$ cat config.mk
export PLATFORM = sky130hd
export DESIGN_NAME = wdog_top
export DESIGN_NICKNAME = d
export VERILOG_FILES = /design/src/wdog_pkg.sv /design/src/wdog_ms_tick.sv /design/src/wdog_top.sv
export SDC_FILE = /design/constraint.sdc
export NUM_CORES = 1
export LEC_CHECK = 0
export BUFFER_PORTS_ARGS = -buffer_cell sky130_fd_sc_hd__clkbuf_2
export CAP_MARGIN = 10
export CELL_PAD_IN_SITES_DETAIL_PLACEMENT = 1
export CELL_PAD_IN_SITES_GLOBAL_PLACEMENT = 1
export CORE_UTILIZATION = 39
export CTS_CLUSTER_DIAMETER = 150
export DETAILED_ROUTE_END_ITERATION = 12
export HOLD_SLACK_MARGIN = 0.03
export PLACE_DENSITY = 0.8
export SLEW_MARGIN = 40
export SYNTH_ARGS = -nofsm -noshare
export SYNTH_HDL_FRONTEND = slang
export SYNTH_HIERARCHICAL = 1
export SYNTH_SLANG_ARGS = --single-unit
$ cat constraint.sdc
create_clock -name clk_sys_i -period 2 [get_ports clk_sys_i]
set_input_delay 0.3 -clock clk_sys_i [delete_from_list [all_inputs] [get_ports clk_sys_i]]
set_output_delay 0.3 -clock clk_sys_i [all_outputs]
set_load 0.01 [all_outputs]
$ cat src/wdog_pkg.sv
// holds constants for the io port watchdog: port addresses, field layout,
// reset values and timeout tables at the 100 MHz system clock.
// assumes a byte-wide host i/o port access with one-cycle strobes.
//
// Overview of operation
// reading the kick port restarts the countdown
// control byte read/write at port 062h
// bit 0 enables the watchdog
// bit 1 range, bits 5:3 pick timeout
// timeout code resets to 000
// bit 6 drives the red led
// bit 7 alarm flag, host writes 1 to clear
// timeout without kick sets alarm and output
`default_nettype none
package wdog_pkg;
  // ****************************************
  // port map
  // ****************************************
  localparam logic [15:0] ADDR_CONTROL = 16'h0062;
  localparam logic [15:0] ADDR_KICK    = 16'h0066;

  // ****************************************
  // control fields
  // ****************************************
  localparam int BIT_ENABLE  = 0;
  localparam int BIT_RANGE   = 1;
  localparam int BIT_SEL_LO  = 3;
  localparam int BIT_LED     = 6;
  localparam int BIT_ALARM   = 7;
  localparam logic [2:0] RST_SEL = 3'h0;
  localparam logic       RST_BIT = 1'b0;

  // ****************************************
  // timing
  // ****************************************
  localparam int CLK_HZ    = 100_000_000;
  localparam int MS_CYCLES = CLK_HZ / 1000;   // ticks of the ms prescaler
  localparam logic [16:0] MS_DIV = 17'(MS_CYCLES);
  localparam int TICK_W    = 17;             // ms counter width, up to 64000

  // timeout per code, in milliseconds
  localparam logic [16:0] STD_MS [8] = '{
    17'd94, 17'd210, 17'd340, 17'd460,
    17'd590, 17'd710, 17'd840, 17'd960};
  localparam logic [16:0] EXT_MS [8] = '{
    17'd2000, 17'd4000, 17'd6000, 17'd8000,
    17'd16000, 17'd32000, 17'd48000, 17'd64000};
endpackage : wdog_pkg
`default_nettype wire

$ cat src/wdog_ms_tick.sv
// holds the millisecond enable divider for the watchdog.
// assumes a single system clock with synchronous active-high reset.
`default_nettype none
module wdog_ms_tick #(
  parameter logic [16:0] DIV = wdog_pkg::MS_DIV
) (
  input  wire logic clk_sys_i,
  input  wire logic reset_i,
  input  wire logic clear_i,
  output var  logic tick_o
);
  logic [16:0] cnt_ff;

  // ****************************************
  // divider
  // ****************************************
  // counts cycles, pulses once per period; clear restarts the phase
  always_ff @(posedge clk_sys_i) begin
    if (reset_i || clear_i) begin
      cnt_ff <= 17'h0_0000;
      tick_o <= 1'b0;
    end else if (cnt_ff == DIV - 17'h0_0001) begin
      cnt_ff <= 17'h0_0000;
      tick_o <= 1'b1;
    end else begin
      cnt_ff <= cnt_ff + 17'h0_0001;
      tick_o <= 1'b0;
    end
  end
endmodule : wdog_ms_tick
`default_nettype wire

$ cat src/wdog_top.sv
// holds the io port watchdog: control byte, kick port, countdown, alarm.
// assumes the host presents addr, write data and one-cycle rd/wr strobes
// on the system clock; reads answer on the following cycle.
`default_nettype none
module wdog_top #(
  parameter logic [16:0] MS_DIV = wdog_pkg::MS_DIV
) (
  input  wire logic        clk_sys_i,
  input  wire logic        reset_i,
  input  wire logic [15:0] io_addr_i,
  input  wire logic [7:0]  io_wdata_i,
  input  wire logic        io_wr_i,
  input  wire logic        io_rd_i,
  output var  logic [7:0]  io_rdata_o,
  output var  logic        io_rvalid_o,
  output var  logic        led_red_o,
  output var  logic        timer_alarm_o
);
  // ****************************************
  // decode
  // ****************************************
  logic sel_ctl;
  logic sel_kick;
  assign sel_ctl  = (io_addr_i == wdog_pkg::ADDR_CONTROL);
  assign sel_kick = (io_addr_i == wdog_pkg::ADDR_KICK);

  logic        watchdog_on_bit_ff;
  logic        range_ff;
  logic        rsvd_ff;
  logic [2:0]  sel_ff;
  logic        alarm_ff;
  logic [16:0] ms_left_ff;
  logic        ms_tick;
  logic        kick;
  logic        expire;
  logic        wr_ctl;
  logic [16:0] nxt_load;
  logic [16:0] wr_load;
  logic [2:0]  wr_sel;

  assign kick   = io_rd_i && sel_kick;
  assign wr_ctl = io_wr_i && sel_ctl;

  // ****************************************
  // configuration byte
  // ****************************************
  // enable, range, reserved bit, scaler and led all plain storage
  always_ff @(posedge clk_sys_i) begin
    if (reset_i) begin
      watchdog_on_bit_ff <= wdog_pkg::RST_BIT;
      range_ff           <= wdog_pkg::RST_BIT;
      rsvd_ff            <= wdog_pkg::RST_BIT;
      sel_ff             <= wdog_pkg::RST_SEL;
      led_red_o          <= wdog_pkg::RST_BIT;
    end else if (wr_ctl) begin
      watchdog_on_bit_ff <= io_wdata_i[wdog_pkg::BIT_ENABLE];
      range_ff  <= io_wdata_i[wdog_pkg::BIT_RANGE];
      rsvd_ff   <= io_wdata_i[2];
      sel_ff    <= io_wdata_i[wdog_pkg::BIT_SEL_LO +: 3];
      led_red_o <= io_wdata_i[wdog_pkg::BIT_LED];
    end
  end

  // ****************************************
  // countdown
  // ****************************************
  // reload value from the range and code, in milliseconds
  always_comb begin
    if (range_ff) begin
      nxt_load = wdog_pkg::EXT_MS[sel_ff];
    end else begin
      nxt_load = wdog_pkg::STD_MS[sel_ff];
    end
  end

  // reload value taken from the byte being written, so a write that
  // enables the watchdog counts its new code and not the stored one
  assign wr_sel = io_wdata_i[wdog_pkg::BIT_SEL_LO +: 3];
  always_comb begin
    if (io_wdata_i[wdog_pkg::BIT_RANGE]) begin
      wr_load = wdog_pkg::EXT_MS[wr_sel];
    end else begin
      wr_load = wdog_pkg::STD_MS[wr_sel];
    end
  end

  // millisecond enable, restarted on kick, config write or while off so no partial tick
  wdog_ms_tick #(
    .DIV (MS_DIV)
  ) u_tick (
    .clk_sys_i (clk_sys_i),
    .reset_i   (reset_i),
    .clear_i   (kick || wr_ctl || !watchdog_on_bit_ff),
    .tick_o    (ms_tick)
  );

  assign expire = watchdog_on_bit_ff && ms_tick &&
                  (ms_left_ff == 17'h0_0001);

  // reload on kick, config write or while off; count down per ms
  always_ff @(posedge clk_sys_i) begin
    if (reset_i) begin
      ms_left_ff <= wdog_pkg::STD_MS[wdog_pkg::RST_SEL];
    end else if (wr_ctl) begin
      ms_left_ff <= wr_load;
    end else if (kick || !watchdog_on_bit_ff) begin
      ms_left_ff <= nxt_load;
    end else if (expire) begin
      ms_left_ff <= nxt_load;
    end else if (ms_tick) begin
      ms_left_ff <= ms_left_ff - 17'h0_0001;
    end
  end

  // ****************************************
  // alarm flag
  // ****************************************
  // sticky; a firing in the clearing cycle wins over the clear
  always_ff @(posedge clk_sys_i) begin
    if (reset_i) begin
      alarm_ff <= 1'b0;
    end else if (expire) begin
      alarm_ff <= 1'b1;
    end else if (wr_ctl && io_wdata_i[wdog_pkg::BIT_ALARM]) begin
      alarm_ff <= 1'b0;
    end
  end

  // output mirrors the flag from its own flop
  always_ff @(posedge clk_sys_i) begin
    if (reset_i) begin
      timer_alarm_o <= 1'b0;
    end else if (expire) begin
      timer_alarm_o <= 1'b1;
    end else if (wr_ctl && io_wdata_i[wdog_pkg::BIT_ALARM]) begin
      timer_alarm_o <= 1'b0;
    end
  end

  // ****************************************
  // read path
  // ****************************************
  // control reads back its byte, kick reads zero, others zero
  always_ff @(posedge clk_sys_i) begin
    if (reset_i) begin
      io_rdata_o  <= 8'h00;
      io_rvalid_o <= 1'b0;
    end else begin
      io_rvalid_o <= io_rd_i;
      if (io_rd_i && sel_ctl) begin
        io_rdata_o <= {alarm_ff, led_red_o, sel_ff, rsvd_ff, range_ff,
                       watchdog_on_bit_ff};
      end else begin
        io_rdata_o <= 8'h00;
      end
    end
  end

  // ****************************************
  // checks
  // ****************************************
  chk_kick_reload: assert property (@(posedge clk_sys_i) disable iff (reset_i)
    kick |=> ms_left_ff == $past(nxt_load))
    else $error("kick did not reload countdown");

  chk_ctl_readback: assert property (@(posedge clk_sys_i) disable iff (reset_i)
    io_rd_i && sel_ctl |=> io_rdata_o == $past({alarm_ff, led_red_o, sel_ff,
      rsvd_ff, range_ff, watchdog_on_bit_ff}))
    else $error("control readback mismatch");

  chk_rvalid_pulse: assert property (@(posedge clk_sys_i) disable iff (reset_i)
    io_rd_i |=> io_rvalid_o)
    else $error("read not answered");

  chk_kick_zero: assert property (@(posedge clk_sys_i) disable iff (reset_i)
    io_rd_i && sel_kick |=> io_rdata_o == 8'h00)
    else $error("kick read not zero");

  chk_off_no_alarm: assert property (@(posedge clk_sys_i) disable iff (reset_i)
    !watchdog_on_bit_ff && !alarm_ff |=> !alarm_ff)
    else $error("alarm raised while disabled");

  chk_load_table: assert property (@(posedge clk_sys_i) disable iff (reset_i)
    range_ff && sel_ff == 3'h7 |-> nxt_load == 17'd64000)
    else $error("extended table wrong");

  chk_std_default: assert property (@(posedge clk_sys_i) disable iff (reset_i)
    wr_ctl && !io_wdata_i[1] && io_wdata_i[5:3] == 3'h0
      |=> ms_left_ff == 17'd94)
    else $error("standard default timeout wrong");

  chk_ext_default: assert property (@(posedge clk_sys_i) disable iff (reset_i)
    wr_ctl && io_wdata_i[1] && io_wdata_i[5:3] == 3'h0
      |=> ms_left_ff == 17'd2000)
    else $error("extended default timeout wrong");

  chk_reset_sel: assert property (@(posedge clk_sys_i)
    $past(reset_i) |-> sel_ff == 3'h0 && !alarm_ff)
    else $error("scaler not default after reset");

  chk_led_write: assert property (@(posedge clk_sys_i) disable iff (reset_i)
    wr_ctl |=> led_red_o == $past(io_wdata_i[6]))
    else $error("led does not follow write");

  chk_alarm_clear: assert property (@(posedge clk_sys_i) disable iff (reset_i)
    wr_ctl && io_wdata_i[7] && !expire |=> !alarm_ff && !timer_alarm_o)
    else $error("alarm not cleared");

  chk_alarm_hold: assert property (@(posedge clk_sys_i) disable iff (reset_i)
    alarm_ff && !(wr_ctl && io_wdata_i[7]) |=> alarm_ff)
    else $error("alarm dropped without clear");

  chk_expire_set: assert property (@(posedge clk_sys_i) disable iff (reset_i)
    expire |=> alarm_ff && timer_alarm_o)
    else $error("expiry did not set alarm");

  chk_alarm_mirror: assert property (@(posedge clk_sys_i) disable iff (reset_i)
    timer_alarm_o == alarm_ff)
    else $error("alarm output differs from flag");

  chk_count_step: assert property (@(posedge clk_sys_i) disable iff (reset_i)
    ms_tick && watchdog_on_bit_ff && !kick && !wr_ctl && !expire
      |=> ms_left_ff == $past(ms_left_ff) - 17'h0_0001)
    else $error("countdown did not step");
endmodule : wdog_top
`default_nettype wire
==> results.sh <==
export IMPL_outcome="finished with violations"
export IMPL_violations="setup timing"
export IMPL_grt_overflow=0
export IMPL_syn_avg_cell_area_um2=8.32
export IMPL_dr_pass1_iters=5
export IMPL_critPathMaxFanout=4
export IMPL_tightest_slew_ns=0.489
export IMPL_grt_start_max_net_pins=21
export IMPL_synth_area_top_cells="dfxtp_1 (34%), nor2_1 (5.0%), xor2_1 (4.3%)"
export IMPL_clock_latency_ns=0.32
export IMPL_synthArstFlopShare_pct=0
export IMPL_cellInternalPower_mw=1.32
export IMPL_vias=3094
export IMPL_antennaDiodeCount=0
export IMPL_relSlewSlack_pct=66.6
export IMPL_synth_top_area_share_pct=34.1
export IMPL_combPwrFrac_pct=5.2
export IMPL_initial_core_util_pct=41.2
export IMPL_wirelength_um=9580
export IMPL_core_area_um2=7410
export IMPL_hold_path_class="in2reg"
export IMPL_crit_path_start_kind="register"
export IMPL_first_global_vias=3202
export IMPL_layout_drive_gt1_share_pct=30.0
export IMPL_period_share_pct=102
export IMPL_cp_end_kind="register"
export IMPL_clock_path_buffers=2
export IMPL_ys_warn_count=6
export IMPL_fin_ws_ns=-0.0334
export IMPL_leakagePower_nw=1.44
export IMPL_cts_sinks=52
export IMPL_postLayoutCoreUtil_pct=52.4
export IMPL_fp_dieW_um=90.5
export IMPL_numCtsBuffers=5
export IMPL_postRouteAntennaNets=0
export IMPL_synth_cell_types=63
export IMPL_drv_cap=0
export IMPL_fp_row_count=31
export IMPL_syn2layout_area_growth_pct=27.2
export IMPL_grt_use_total_pct=23.1
export IMPL_path_clk_slew_ns=0.10
export IMPL_cp_data_arrival_time_ns=2.22
export IMPL_antenna_found_initial=0
export IMPL_htree_levels=2
export IMPL_drcViolationCount=0
export IMPL_period_needed_ns=2.03
export IMPL_max_clock_freq_mhz=492
export IMPL_avgRoutedWirePerCell_um=17.8
export IMPL_cp_required_ns=2.19
export IMPL_ys_seq_area_share_pct=34.1
export IMPL_syn_inst=367
export IMPL_yosysMostFrequentCell="dfxtp_1"
export IMPL_seqPwrFrac_pct=59.2
export IMPL_clock_root_buffer="clkbuf_8"
export IMPL_synthTopCellsByCount="dfxtp_1 (52), nor2_1 (41), nand2_1 (34)"
export IMPL_finalHoldViolCount=0
export IMPL_clkPwrFrac_pct=35.6
export IMPL_ioPinCount=39
export IMPL_syn_num_nets=402
export IMPL_p_per_area_nw_per_um2=449
export IMPL_hpwl_um=6970
export IMPL_cts_tree="done"
export IMPL_grt_pass1_wl_um=15400
export IMPL_clock_skew_ns=0.0112
export IMPL_ys_seq_elements=52
export IMPL_fin_setup_tns_ns=-0.104
export IMPL_netlist_area_um2=3050
export IMPL_worstSetupPathType="reg2reg"
export IMPL_switchingPower_mw=0.424
export IMPL_swShare_pct=24.3
export IMPL_holdBufCountCts=0
export IMPL_die_area_um2=8180
export IMPL_yosysTopAreaCell="dfxtp_1"
export IMPL_die_h_um=90.5
export IMPL_ys_flop_type="dfxtp_1"
export IMPL_nets=474
export IMPL_rsz0062_at_grt="yes"
export IMPL_port_buffers=38
export IMPL_vias_per_cell=5.74
export IMPL_drv_slew=0
export IMPL_drt_initial_drc_count=132
export IMPL_place_congestion=0.884
export IMPL_synth_edff_count=0
export IMPL_ir_worst_vdd_mv=0.257
export IMPL_setup_viol=5
## worst max-delay path, cell delays in order (launching register included)
cell	delay [ns]
dfxtp_4	0.36
or4_4	0.55
nor3_4	0.25
and3_4	0.27
buf_6	0.13
nor4_2	0.05
a31oi_1	0.19
a311oi_1	0.11
## layout by cell type (no fill, tap or decap), types with 3 or more instances in the layout
cell type	instances
clkbuf_8	5
nand2b_1	3
clkbuf_2	38
nor4_4	4
a211o_1	3
nand3_1	13
nand4_1	10
a31oi_1	9
buf_6	3
a21oi_1	23
and2_1	11
buf_4	42
nor4_1	6
nor2_1	40
buf_12	4
o21ai_0	7
xnor2_1	13
inv_1	9
nand2_1	34
xor2_1	15
o21ai_1	4
nor3_1	14
a311oi_1	4
nor3b_1	3
nor4_2	4
ha_1	7
dfxtp_1	49
o211ai_1	7
## registers in the layout, summed over array words and instances (netlist names)
register,cells
ms_left_ff,17
u_tick/cnt_ff,17
io_rdata_o,8
sel_ff,3
io_rvalid_o,1
led_red_o,1
range_ff,1
rsvd_ff,1
timer_alarm_o,1
u_tick/tick_o,1
watchdog_on_bit_ff,1
## final timing paths
| kind | endpoint | slack, ns | startpoint | cells after the start |
|---|---|---|---|---|
| setup / recovery | ms_left_ff[13] | -0.03 | ms_left_ff[3] | 7 |
| hold / removal | watchdog_on_bit_ff | 0.21 | io_wdata_i[0] | 3 |
| setup reg to reg | ms_left_ff[13] | -0.03 | ms_left_ff[3] | 7 |
| hold reg to reg | io_rdata_o[2] | 0.47 | rsvd_ff | 1 |
## power by group through the flow
stage | Combinational, mW | Clock (mW) | Sequential, mW
4_1_cts | 0.0891 | 0.642 | 1.04
3_5_place_dp | 0.0887 | 0 | 1.06
6_report | 0.0907 | 0.620 | 1.03
2_1_floorplan | 0.0427 | 0 | 1.06
3_3_place_gp | 0.0863 | 0 | 1.06
5_1_grt | 0.0992 | 0.680 | 1.03
## cells by family (layout without fill, tap and decap cells)
group	after synthesis	after routing	synth area share [%]
fa+ha+maj	7	7	2.87
compound gates	76	76	17.7
simple gates	170	170	31.4
xor+xnor	28	28	8.04
flops	52	52	34.1
buf+inv	31	104	4.80
mux	3	3	1.07
## final cells by class
cell class | count | area [µm²]
flip-flops and latches | 52 | 1050
clock buffers | 6 | 72.6
multi-input cells | 284 | 1970
repair buffers | 87 | 619
inverters | 9 | 33.8
well taps | 99 | 124
fillers | 904 | 3530
clock inverters | 2 | 16.3
## stage by stage
stage          total power, mW  cell area, µm²  cells  setup slack, ns  hold slack, ns
6_report                  1.74            3880    539          -0.0334           0.210
2_1_floorplan             1.10            3050    367           0.0743           0.377
3_3_place_gp              1.15            3670    530          -0.0772           0.440
4_1_cts                   1.77            3770    538          0.00275           0.205
3_5_place_dp              1.15            3670    530           -0.183           0.458
5_1_grt                   1.81            3880    539          -0.0760           0.236
## per-layer routing
layer	track usage [%]	vias up	wire, µm
met5	0	-	0
met2	41.9	81	4890
li1	-	1470	-
met1	27.2	1512	4010
met4	8.33	0	329
met3	3.96	31	347
## timing repair
item / CTS / global route
pin swaps: 0 / 17
setup buffers: 0 / 2
gates resized for setup: 3 / 27
endpoints found under the setup margin: 4 / 15
Note: power is estimated with default switching activity, not from simulation.
